==> src/pkg/rtc_pkg.sv <==
/*
 * constants, field layouts and types of the calendar clock unit.
 * assumes a 200 MHz system clock and a 32-bit apb register bus.
 */
package rtc_pkg;
   // ****************************************************************
   // timing
   // ****************************************************************
   localparam int CLK_NS = 5;
   localparam int TICK_NS = 3906250;
   localparam int SW_NS = 10000000;
   localparam int TICK_CYC = TICK_NS / CLK_NS;
   localparam int SW_CYC = SW_NS / CLK_NS;
   // ****************************************************************
   // register offsets
   // ****************************************************************
   localparam logic [7:0] OFF_CTRL = 8'h00;
   localparam logic [7:0] OFF_TIME = 8'h04;
   localparam logic [7:0] OFF_DATE = 8'h08;
   localparam logic [7:0] OFF_ALRM = 8'h0c;
   localparam logic [7:0] OFF_FLAG = 8'h10;
   localparam logic [7:0] OFF_IEN = 8'h14;
   localparam logic [7:0] OFF_SW = 8'h18;
   localparam logic [7:0] OFF_TRIM = 8'h1c;
   // ****************************************************************
   // bit positions
   // ****************************************************************
   localparam int B_RUN = 0;
   localparam int B_HOLD = 1;
   localparam int B_ADJ = 2;
   localparam int B_H24 = 3;
   localparam int B_BUSY = 4;
   localparam int B_TBUSY = 5;
   localparam int B_SWCLR = 0;
   localparam int B_SWGO = 1;
   localparam int F_ALM = 0;
   localparam int F_SEC = 1;
   localparam int F_SW1 = 2;
   localparam int F_TRM = 3;
   localparam int NFLAG = 4;
   // ****************************************************************
   // types and reset values
   // ****************************************************************
   typedef struct packed {
      logic [2:0] wday;
      logic [7:0] year;
      logic [4:0] mon;
      logic [5:0] day;
      logic ampm;
      logic [5:0] hour;
      logic [6:0] min;
      logic [6:0] sec;
   } cal_t;
   localparam cal_t CAL_RST = '{wday: 3'h0, year: 8'h00, mon: 5'h01,
      day: 6'h01, ampm: 1'b0, hour: 6'h12, min: 7'h00, sec: 7'h00};
   localparam logic [7:0] SUB_RST = 8'h00;
   localparam logic [22:0] ALM_RST = 23'h00_0000;
endpackage

==> src/rtl/rtc_calendar_stopwatch.sv <==
/*
 * bcd calendar clock with hold, adjust, trim, alarm and stopwatch.
 * assumes an apb master on the same clock and synchronous inputs.
 */
`timescale 1ns/10ps
module rtc_calendar_stopwatch
   import rtc_pkg::*;
#(
   parameter int TICK_CYC_P = TICK_CYC,
   parameter int SW_CYC_P = SW_CYC
) (
   input wire logic clock_i,
   input wire logic sys_rst_i,
   input wire logic osc_enable_i,
   input wire logic psel_i,
   input wire logic penable_i,
   input wire logic pwrite_i,
   input wire logic [7:0] paddr_i,
   input wire logic [31:0] pwdata_i,
   output logic [31:0] prdata_o,
   output logic pready_o,
   output logic pslverr_o,
   output logic irq_o,
   output logic one_second_o
);
   if (TICK_CYC_P < 2 || SW_CYC_P < 2) begin : g_bad
      $error("prescaler counts must be at least 2");
   end

   // ****************************************************************
   // helpers
   // ****************************************************************
   function automatic logic [8:0] step_f(input logic [7:0] v,
      input logic [7:0] lo, input logic [7:0] hi, input logic inc);
      logic bad;
      logic [7:0] n;
      bad = (v > hi) || (v < lo) || (v[3:0] > 4'h9);
      n = (v[3:0] == 4'h9) ? {v[7:4] + 4'h1, 4'h0} : v + 8'h01;
      if (bad)
         step_f = {1'b0, lo};
      else if (!inc)
         step_f = {1'b0, v};
      else if (v == hi)
         step_f = {1'b1, lo};
      else
         step_f = {1'b0, n};
   endfunction

   function automatic logic leap(input logic [7:0] y);
      if (y == 8'h00)
         leap = 1'b0;
      else if (y[4])
         leap = (y[3:0] == 4'h2) || (y[3:0] == 4'h6);
      else
         leap = (y[3:0] == 4'h0) || (y[3:0] == 4'h4) || (y[3:0] == 4'h8);
   endfunction

   function automatic logic [7:0] dmax(input logic [4:0] m,
      input logic [7:0] y);
      unique case (m)
         5'h02: dmax = leap(y) ? 8'h29 : 8'h28;
         5'h04, 5'h06, 5'h09, 5'h11: dmax = 8'h30;
         default: dmax = 8'h31;
      endcase
   endfunction

   function automatic cal_t advance(input cal_t t, input logic h24);
      cal_t r;
      logic [8:0] s, m, h, d, mo, y, w;
      logic dinc, flip;
      s = step_f({1'b0, t.sec}, 8'h00, 8'h59, 1'b1);
      m = step_f({1'b0, t.min}, 8'h00, 8'h59, s[8]);
      if (h24)
         h = step_f({2'b00, t.hour}, 8'h00, 8'h23, m[8]);
      else
         h = step_f({2'b00, t.hour}, 8'h01, 8'h12, m[8]);
      flip = !h24 && m[8] && (t.hour == 6'h11);
      dinc = h24 ? h[8] : (flip && t.ampm);
      d = step_f({2'b00, t.day}, 8'h01, dmax(t.mon, t.year), dinc);
      mo = step_f({3'b000, t.mon}, 8'h01, 8'h12, d[8]);
      y = step_f(t.year, 8'h00, 8'h99, mo[8]);
      w = step_f({5'h00, t.wday}, 8'h00, 8'h06, dinc);
      r.sec = s[6:0];
      r.min = m[6:0];
      r.hour = h[5:0];
      r.ampm = t.ampm ^ flip;
      r.day = d[5:0];
      r.mon = mo[4:0];
      r.year = y[7:0];
      r.wday = w[2:0];
      advance = r;
   endfunction

   // ****************************************************************
   // bus decode
   // ****************************************************************
   logic wr, wr_ctrl, wr_trim, adj, tick, one_sec, do_step, sw1_set;
   assign wr = psel_i && penable_i && pwrite_i;
   assign wr_ctrl = wr && (paddr_i == OFF_CTRL);
   assign wr_trim = wr && (paddr_i == OFF_TRIM);
   assign adj = wr_ctrl && pwdata_i[B_ADJ];

   // ****************************************************************
   // timebase and calendar
   // ****************************************************************
   logic [31:0] pre_r, pre_nxt;
   logic [7:0] sub_r, sub_nxt;
   logic [6:0] trim_r, trim_nxt;
   logic [22:0] alm_r, alm_nxt;
   logic [NFLAG-1:0] flag_r, flag_nxt, en_r, en_nxt;
   cal_t cal_r, cal_nxt, upd;
   logic run_r, run_nxt, hold_r, hold_nxt, h24_r, h24_nxt;
   logic pend_r, pend_nxt, busy_r, busy_nxt, tbusy_r, tbusy_nxt;
   logic trm_set, alm_hit;

   assign tick = osc_enable_i && (pre_r == 32'(TICK_CYC_P - 1));
   assign one_sec = tick && (sub_r == 8'hff);
   assign do_step = run_r && !hold_r && !adj
      && (one_sec || pend_r);

   always_comb begin
      pre_nxt = pre_r;
      sub_nxt = sub_r;
      trim_nxt = trim_r;
      tbusy_nxt = tbusy_r;
      trm_set = 1'b0;
      if (tick)
         pre_nxt = 32'h0000_0000;
      else if (osc_enable_i)
         pre_nxt = pre_r + 32'h0000_0001;
      if (tick) begin
         sub_nxt = sub_r + 8'h01;
         if (sub_r == 8'h7e && tbusy_r) begin
            sub_nxt = 8'h7f + {trim_r[6], trim_r};
            tbusy_nxt = 1'b0;
            trm_set = 1'b1;
         end
      end
      if (wr_trim && !tbusy_r) begin
         trim_nxt = pwdata_i[6:0];
         tbusy_nxt = 1'b1;
      end
      run_nxt = run_r;
      hold_nxt = hold_r;
      h24_nxt = h24_r;
      if (wr_ctrl) begin
         run_nxt = pwdata_i[B_RUN];
         hold_nxt = pwdata_i[B_HOLD] && !tbusy_r;
         h24_nxt = pwdata_i[B_H24];
      end
      pend_nxt = pend_r;
      if (run_r && hold_r && one_sec)
         pend_nxt = 1'b1;
      else if (do_step)
         pend_nxt = 1'b0;
      upd = cal_r;
      if (cal_r.sec >= 7'h30) begin
         upd.sec = 7'h59;
         upd = advance(upd, h24_r);
      end else begin
         upd.sec = 7'h00;
      end
      if (!adj)
         upd = advance(cal_r, h24_r);
      cal_nxt = cal_r;
      if (adj || do_step)
         cal_nxt = upd;
      if (wr && paddr_i == OFF_TIME) begin
         cal_nxt.sec = pwdata_i[6:0];
         cal_nxt.min = pwdata_i[14:8];
         cal_nxt.hour = pwdata_i[21:16];
         cal_nxt.ampm = pwdata_i[22];
      end
      if (wr && paddr_i == OFF_DATE) begin
         cal_nxt.day = pwdata_i[5:0];
         cal_nxt.mon = pwdata_i[12:8];
         cal_nxt.year = pwdata_i[23:16];
         cal_nxt.wday = pwdata_i[26:24];
      end
      busy_nxt = busy_r;
      if (adj || do_step)
         busy_nxt = 1'b1;
      else if (tick)
         busy_nxt = 1'b0;
      alm_hit = (adj || do_step) && upd.sec == alm_r[6:0]
         && upd.min == alm_r[14:8] && upd.hour == alm_r[21:16]
         && (h24_r || upd.ampm == alm_r[22]);
      alm_nxt = alm_r;
      if (wr && paddr_i == OFF_ALRM)
         alm_nxt = pwdata_i[22:0];
      en_nxt = en_r;
      if (wr && paddr_i == OFF_IEN)
         en_nxt = pwdata_i[NFLAG-1:0];
      flag_nxt = flag_r;
      if (wr && paddr_i == OFF_FLAG)
         flag_nxt = flag_r & ~pwdata_i[NFLAG-1:0];
      flag_nxt[F_ALM] = flag_nxt[F_ALM] | alm_hit;
      flag_nxt[F_SEC] = flag_nxt[F_SEC] | do_step;
      flag_nxt[F_SW1] = flag_nxt[F_SW1] | sw1_set;
      flag_nxt[F_TRM] = flag_nxt[F_TRM] | trm_set;
   end

   always_ff @(posedge clock_i or posedge sys_rst_i) begin
      if (sys_rst_i) begin
         pre_r <= 32'h0000_0000;
         sub_r <= SUB_RST;
         trim_r <= 7'h00;
         tbusy_r <= 1'b0;
         run_r <= 1'b0;
         hold_r <= 1'b0;
         h24_r <= 1'b0;
         pend_r <= 1'b0;
         busy_r <= 1'b0;
         cal_r <= CAL_RST;
         alm_r <= ALM_RST;
         en_r <= '0;
         flag_r <= '0;
      end else begin
         pre_r <= pre_nxt;
         sub_r <= sub_nxt;
         trim_r <= trim_nxt;
         tbusy_r <= tbusy_nxt;
         run_r <= run_nxt;
         hold_r <= hold_nxt;
         h24_r <= h24_nxt;
         pend_r <= pend_nxt;
         busy_r <= busy_nxt;
         cal_r <= cal_nxt;
         alm_r <= alm_nxt;
         en_r <= en_nxt;
         flag_r <= flag_nxt;
      end
   end

   // ****************************************************************
   // stopwatch
   // ****************************************************************
   logic [31:0] swpre_r, swpre_nxt;
   logic [3:0] swh_r, swh_nxt, swt_r, swt_nxt;
   logic swgo_r, swgo_nxt, swtick;
   assign swtick = swgo_r && osc_enable_i
      && (swpre_r == 32'(SW_CYC_P - 1));

   always_comb begin
      swpre_nxt = swpre_r;
      swh_nxt = swh_r;
      swt_nxt = swt_r;
      swgo_nxt = swgo_r;
      sw1_set = 1'b0;
      if (swtick)
         swpre_nxt = 32'h0000_0000;
      else if (swgo_r && osc_enable_i)
         swpre_nxt = swpre_r + 32'h0000_0001;
      if (swtick) begin
         swh_nxt = (swh_r == 4'h9) ? 4'h0 : swh_r + 4'h1;
         if (swh_r == 4'h9) begin
            swt_nxt = (swt_r == 4'h9) ? 4'h0 : swt_r + 4'h1;
            sw1_set = (swt_r == 4'h9);
         end
      end
      if (wr && paddr_i == OFF_SW) begin
         swgo_nxt = pwdata_i[B_SWGO];
         if (pwdata_i[B_SWCLR]) begin
            swpre_nxt = 32'h0000_0000;
            swh_nxt = 4'h0;
            swt_nxt = 4'h0;
         end
      end
   end

   always_ff @(posedge clock_i or posedge sys_rst_i) begin
      if (sys_rst_i) begin
         swpre_r <= 32'h0000_0000;
         swh_r <= 4'h0;
         swt_r <= 4'h0;
         swgo_r <= 1'b0;
      end else begin
         swpre_r <= swpre_nxt;
         swh_r <= swh_nxt;
         swt_r <= swt_nxt;
         swgo_r <= swgo_nxt;
      end
   end

   // ****************************************************************
   // read back and outputs
   // ****************************************************************
   logic [31:0] prdata_r, prdata_nxt;
   logic hit;
   assign hit = (paddr_i[1:0] == 2'b00) && (paddr_i <= OFF_TRIM);

   always_comb begin
      prdata_nxt = prdata_r;
      if (psel_i && !penable_i) begin
         prdata_nxt = 32'h0000_0000;
         unique case (paddr_i)
            OFF_CTRL: begin
               prdata_nxt[B_RUN] = run_r;
               prdata_nxt[B_HOLD] = hold_r;
               prdata_nxt[B_H24] = h24_r;
               prdata_nxt[B_BUSY] = busy_r;
               prdata_nxt[B_TBUSY] = tbusy_r;
            end
            OFF_TIME: prdata_nxt = {9'h000, cal_r.ampm, cal_r.hour, 1'b0,
               cal_r.min, 1'b0, cal_r.sec};
            OFF_DATE: prdata_nxt = {5'h00, cal_r.wday, cal_r.year, 3'h0,
               cal_r.mon, 2'h0, cal_r.day};
            OFF_ALRM: prdata_nxt = {9'h000, alm_r};
            OFF_FLAG: prdata_nxt[NFLAG-1:0] = flag_r;
            OFF_IEN: prdata_nxt[NFLAG-1:0] = en_r;
            OFF_SW: prdata_nxt = {20'h0_0000, swt_r, swh_r,
               2'b00, swgo_r, 1'b0};
            OFF_TRIM: prdata_nxt[7] = tbusy_r;
            default: prdata_nxt = 32'h0000_0000;
         endcase
      end
   end

   always_ff @(posedge clock_i or posedge sys_rst_i) begin
      if (sys_rst_i)
         prdata_r <= 32'h0000_0000;
      else
         prdata_r <= prdata_nxt;
   end

   assign prdata_o = prdata_r;
   assign pready_o = 1'b1;
   assign pslverr_o = psel_i && penable_i && !hit;
   assign irq_o = |(flag_r & en_r);
   assign one_second_o = sub_r[7];
endmodule

==> config.mk <==
export PLATFORM = sky130hd
export DESIGN_NAME = rtc_calendar_stopwatch
export DESIGN_NICKNAME = d
export VERILOG_FILES = /design/src/pkg/rtc_pkg.sv /design/src/rtl/rtc_calendar_stopwatch.sv
export SDC_FILE = /design/constraint.sdc
export NUM_CORES = 1
export LEC_CHECK = 0
export BUFFER_PORTS_ARGS = -buffer_cell sky130_fd_sc_hd__clkbuf_2
export CAP_MARGIN = 20
export CORE_UTILIZATION = 60
export DETAILED_ROUTE_END_ITERATION = 6
export GPL_TIMING_DRIVEN = 0
export PLACE_DENSITY = 0.87
export SYNTH_ARGS = -nofsm -noshare
export SYNTH_HDL_FRONTEND = slang
export SYNTH_SLANG_ARGS = --single-unit
==> constraint.sdc <==
create_clock -name clock_i -period 5.75 [get_ports clock_i]
set_input_delay 0 -clock clock_i [delete_from_list [all_inputs] [get_ports clock_i]]
set_output_delay 0 -clock clock_i [all_outputs]
set_load 0.03 [all_outputs]
---- Word level (Yosys, flattened, before mapping) ----
Cells that the tools add are included.
operators by class
  multiplexer cells ....................... 110
  bitwise logic cells ..................... 9
  $lt $le $gt $ge ......................... 22
  reduce and logical (&&, ||, !) cells .... 84
  add/subtract/negate cells ............... 19
  eq/ne operators ......................... 47
operator list
  kind                                              number
  two-way mux 9 bit                                 40
  two-way mux 32 bit                                6
  two-way mux 8 bit                                 11
  two-way mux 43 bit                                2
  case mux 19 bit (4 select lines)                  1
  adder 32 x 1 -> 32 bit (second input constant)    2
  two-way mux 4 bit                                 10
  == test 4 bit (second input constant)             9
  logical AND 1 bit                                 36
  two-way mux 36 bit                                1
  == test 32 x 20 -> 1 bit (second input constant)  1
  == test 32 x 21 -> 1 bit (second input constant)  1
  == test 8 x 5 -> 1 bit (second input constant)    4
  > comparator 4 bit (second input constant)        6
  two-way mux 22 bit                                1
  two-way mux 21 bit                                1
  two-way mux 7 bit                                 3
  logical OR 1 bit                                  20
  two-way mux 1 bit                                 20
  case mux 5 bit (2 select lines)                   2
  adder 7 x 1 -> 8 bit (second input constant)      2
  adder 8 x 1 -> 8 bit (second input constant)      2
  == test 6 x 8 -> 1 bit                            2
  == test 8 x 4 -> 1 bit (second input constant)    2
  other kinds (59)                                  106
word-level totals
  register bits after elaboration ......... 200
  output and inout port bits .............. 36
  input port bits ......................... 46
  logic and storage cells ................. 316

---- Depth between registers and ports, before layout ----
  depth in word-level cells ............... 28
  mapped depth ............................ 17
  gate-level depth less buffers ........... 15

---- Worst setup path before layout ----
OpenSTA, ideal clock, no wires.
  kind .................................... register to register
  from .................................... reg cal_r[28] (netlist bit)
  to ...................................... reg cal_r[25] (netlist bit)
  arrival ................................. 3.405 ns
  period minus slack after synthesis ...... 3.469 ns
  setup time .............................. 0.064 ns
  buffers on the path ..................... 2
  stages on the path, launching flop included .. 17
  required time ........................... 5.686 ns
  setup slack ............................. 2.281 ns
  path through ............................ dfrtp_1 clkbuf_1 inv_1 or3_1 or3_1 o31ai_1 ha_1 inv_1 o21ai_0 nand2b_1 a21oi_1 o31ai_1 or4_1 clkbuf_1 or2_2 a21oi_1 a21o_1
between the ends
  longest elaborated chain between the ends .. 13
  elaborated cells on any way between the ends .. 33
  those cells by class .................... order compare (2); eq/ne (8); mux (16); reduce/logical (7)
ends and longest elaborated chain
  item                                                                   line                                                        source
  from (decl)                                                            rtc_calendar_stopwatch.sv:111                               cal_t cal_r, cal_nxt, upd;
  from (signal assigned)                                                 rtc_calendar_stopwatch.sv:228                               cal_r <= cal_nxt;
  == test 5 x 3 -> 1 bit, or another cell as far along                   rtc_calendar_stopwatch.sv:60                                unique case (m)
  OR reduction 4 bit                                                     rtc_calendar_stopwatch.sv:60
  case mux 5 bit (2 select lines)                                        rtc_calendar_stopwatch.sv:60
  two-way mux 8 bit                                                      rtc_calendar_stopwatch.sv:157                               if (cal_r.sec >= 7'h30) begin
  > comparator 6 x 8 -> 1 bit or == test 6 x 8 -> 1 bit (tied branches)  rtc_calendar_stopwatch.sv:37, rtc_calendar_stopwatch.sv:43
  logical OR 1 bit or two-way mux 9 bit (tied branches)                  rtc_calendar_stopwatch.sv:37, rtc_calendar_stopwatch.sv:43
  logical OR 1 bit or two-way mux 9 bit (tied branches)                  rtc_calendar_stopwatch.sv:37, rtc_calendar_stopwatch.sv:41
  two-way mux 9 bit                                                      rtc_calendar_stopwatch.sv:39                                if (bad)
  two-way mux 9 bit                                                      rtc_calendar_stopwatch.sv:157
  two-way mux 36 bit                                                     rtc_calendar_stopwatch.sv:157
  two-way mux 43 bit                                                     rtc_calendar_stopwatch.sv:163                               if (!adj)
  two-way mux 43 bit                                                     rtc_calendar_stopwatch.sv:166                               if (adj || do_step)
  two-way mux 22 bit                                                     rtc_calendar_stopwatch.sv:174                               if (wr && paddr_i == OFF_DATE) begin
Several ways; a longest one is shown, not always the timed one. The select of a mux whose other input is x is not followed.
A chain may end at the register's enable or synchronous reset.

---- Final worst setup path ----
Same ends and word-level chain as after synthesis.

==> reports/results.tsv <==
metric	value	unit
Primary FF master, synth	dfrtp_1	
Final ANT Viol Nets	0	
Tot Pwr	0.00285	W
port bufs	70	
Critical Path Fanout Max	9	
unrepaired setup endpoints after global routing	false	
effective utilization at floorplan	61.3	%
Setup violations, final	0	
DR vias	11500	
Flop pwr share	50.4	%
synth-to-layout area growth	13.3	%
status	completed	
flops & latches, synth	195	
TritonRoute pass-1 iters	6	
post-synth top area cell	dfrtp_1	
WL per Instance	19.2	um
Post-Syn Area per Cell	8.50	sq um
# resized after CTS	0	
Commonest cells post-synth	dfrtp_1, nand2_1, nor2_1	
Crit. End Element	flip-flop	
pin count of the biggest net entering global routing	102	
crit path kind	reg2reg	
Root Driver	clkbuf_16	
first-pass GRT wire length	53900	um
Setup Skew	0.0165	ns
Seq/Total Area, Yosys	40.8	%
number of max-cap violations	0	
CTS H-tree lvls	4	
synth warn	0	
FMAX	243	MHz
Final Max Slew Viols	0	
Hold Fails Final Rpt	0	
fin crit period	4.12	ns
Core Region	19500	sq um
CP startpoint kind	flip-flop	
DRC errors left	0	
DP HPWL	25100	um
Rows	51	
final net count	1602	
Chip Width	143	um
Die Height	143	um
Crit path required time	6.14	ns
worst setup margin	1.63	ns
Distinct cells, synth	77	
WL final	34800	um
Post-Syn Area	12000	sq um
layout cell share with drive strength beyond 1	11.6	%
CTS tree	done	
IO Count	82	
initial antenna violation count	0	
Int Pwr	0.00207	W
Initial DRC Count	1226	
top cells by area, synth	dfrtp_1, nand2_1, nor2_1	
Synth top area share	39.9	%
worst path arrival time	4.51	ns
worst vdd ir	0.158	mV
HP Class	in2reg	
total CTS buffers	17	
cells after synthesis	1408	
Vias per Instance	6.34	
Die ar.	20500	sq um
Switching Fraction	27.5	%
Post-synth EDFFs	0	
Placer Congestion	1.04	
Tot GR Track Use	34.3	%
clock sinks	195	
Combinational Power Share	8.4	%
Clk pwr share	41.2	%
NetSw	0.000783	W
Clk Latency, worst-skew pair	0.45	ns
dpl ws	1.72	ns
PwrDens	210	nW/um^2
ys async rst share	100	%
vias in the first global route	10500	
Lkg Pwr	6.03	nW
Core Util, Final	69.4	%
Clk pin slew, worst setup/hold paths	0.08	ns
Slew HR	23.7	%
clock tree buffer depth	2	
Slew @ Worst Pin	1.14	ns
gr ovfl total	0	
Final period util	71.6	%
n_diodes	0	
most frequent cell after synthesis	dfrtp_1	
## state kept, by name, indices dropped and copies added (netlist names)
register	count
busy_r	1
cal_r	43
flag_r	4
tbusy_r	1
pre_r	32
trim_r	7
hold_r	1
prdata_o	27
en_r	4
swt_r	4
swgo_r	1
sub_r	8
pend_r	1
swh_r	4
swpre_r	32
run_r	1
h24_r	1
alm_r	23
## critical path, stage by stage (launching register included)
cell and delay, ns:
dfrtp_1 0.32, clkbuf_1 0.30, inv_1 0.17, or3_1 0.36, or3_1 0.40, o31ai_1 0.43
ha_1 0.22, inv_1 0.03, o21ai_0 0.15, nand2b_1 0.07, a21oi_1 0.15, o31ai_1 0.13
or4_1 0.53, clkbuf_1 0.20, or2_2 0.32, a21oi_1 0.16, a21o_1 0.10
## kinds of logic (layout without fill, tap and decap cells)
group           count (synthesis)  count (layout)  share of synthesized area, %
flops                         195             195                          40.8
compound gates                357             357                          18.4
xor+xnor                       77              77                          5.63
fa+ha+maj                      25              25                          2.61
simple gates                  558             558                          22.3
other cells                     2               6                        0.0627
mux                            64              64                          5.78
buf+inv                       130             262                          4.41
## final cells by class
cell class              count  area [sq um]
fillers                  1575          5970
clock buffers              17           425
plain buffers              85           359
inverters                  45           176
well taps                 265           332
repair buffers            100           666
multi-input cells        1087          6570
flip-flops and latches    195          4880
clock inverters            15           144
## final timing paths
check                                 start     endpoint  slack [ns]  depth (start not counted)
worst max-delay path              cal_r[28]    cal_r[25]        1.63                         16
worst min-delay path             paddr_i[7]  prdata_o[0]        0.04                          4
worst max register to register    cal_r[28]    cal_r[25]        1.63                         16
worst min register to register  prdata_o[6]  prdata_o[6]        0.49                          2
max in group asynchronous         sys_rst_i    cal_r[15]        4.57                          4
min in group asynchronous         sys_rst_i    pre_r[13]        0.21                          3
## power by group through the flow
stage	Combinational [W]	Clock [W]	Sequential (W)
floorplan	0.000149	0	0.00145
global placement	0.000212	0	0.00146
detailed placement	0.000219	0	0.00146
CTS	0.000237	0.00117	0.00144
global route	0.000262	0.00123	0.00144
finish	0.000239	0.00117	0.00144
## repair_timing
action                                 CTS  global route
setup endpoints to repair                0             0
setup buffers                            0             0
hold buffers                            28             0
endpoints found under the hold margin  165             0
## placed cells by master (no fill, tap or decap), types with 17 or more instances in the layout
cell type	n
a21oi_1	118
and3_1	28
clkbuf_1	70
clkbuf_16	17
clkbuf_2	70
dfrtp_1	191
dlygate4sd3_1	28
ha_1	25
inv_1	44
mux2_2	38
mux2i_1	25
nand2_1	161
nand3_1	44
nand4_1	26
nor2_1	159
nor3_1	46
o21ai_0	103
xnor2_1	34
xor2_1	43
## metrics by stage
stage | hold slack [ns] | instances | cell area, sq um | setup TNS, ns
after global placement | 0.247 | 1747 | 12700 | -313.92
final | 0.0380 | 1809 | 13600 | 0
after detailed placement | 0.164 | 1748 | 12700 | 0
after global routing | 0.0540 | 1809 | 13600 | 0
after CTS | 0.0193 | 1808 | 13600 | 0
after floorplan | 0.116 | 1412 | 12000 | 0
## layer usage
layer | vias up | global-route usage [%] | wire [um]
li1 | 5274 | - | -
met1 | 5456 | 45.3 | 14300
met2 | 631 | 55.0 | 16000
met3 | 113 | 8.01 | 3410
met4 | 0 | 12.5 | 1030
met5 | - | 0 | 0
Note: power is estimated with default switching activity, not from simulation.
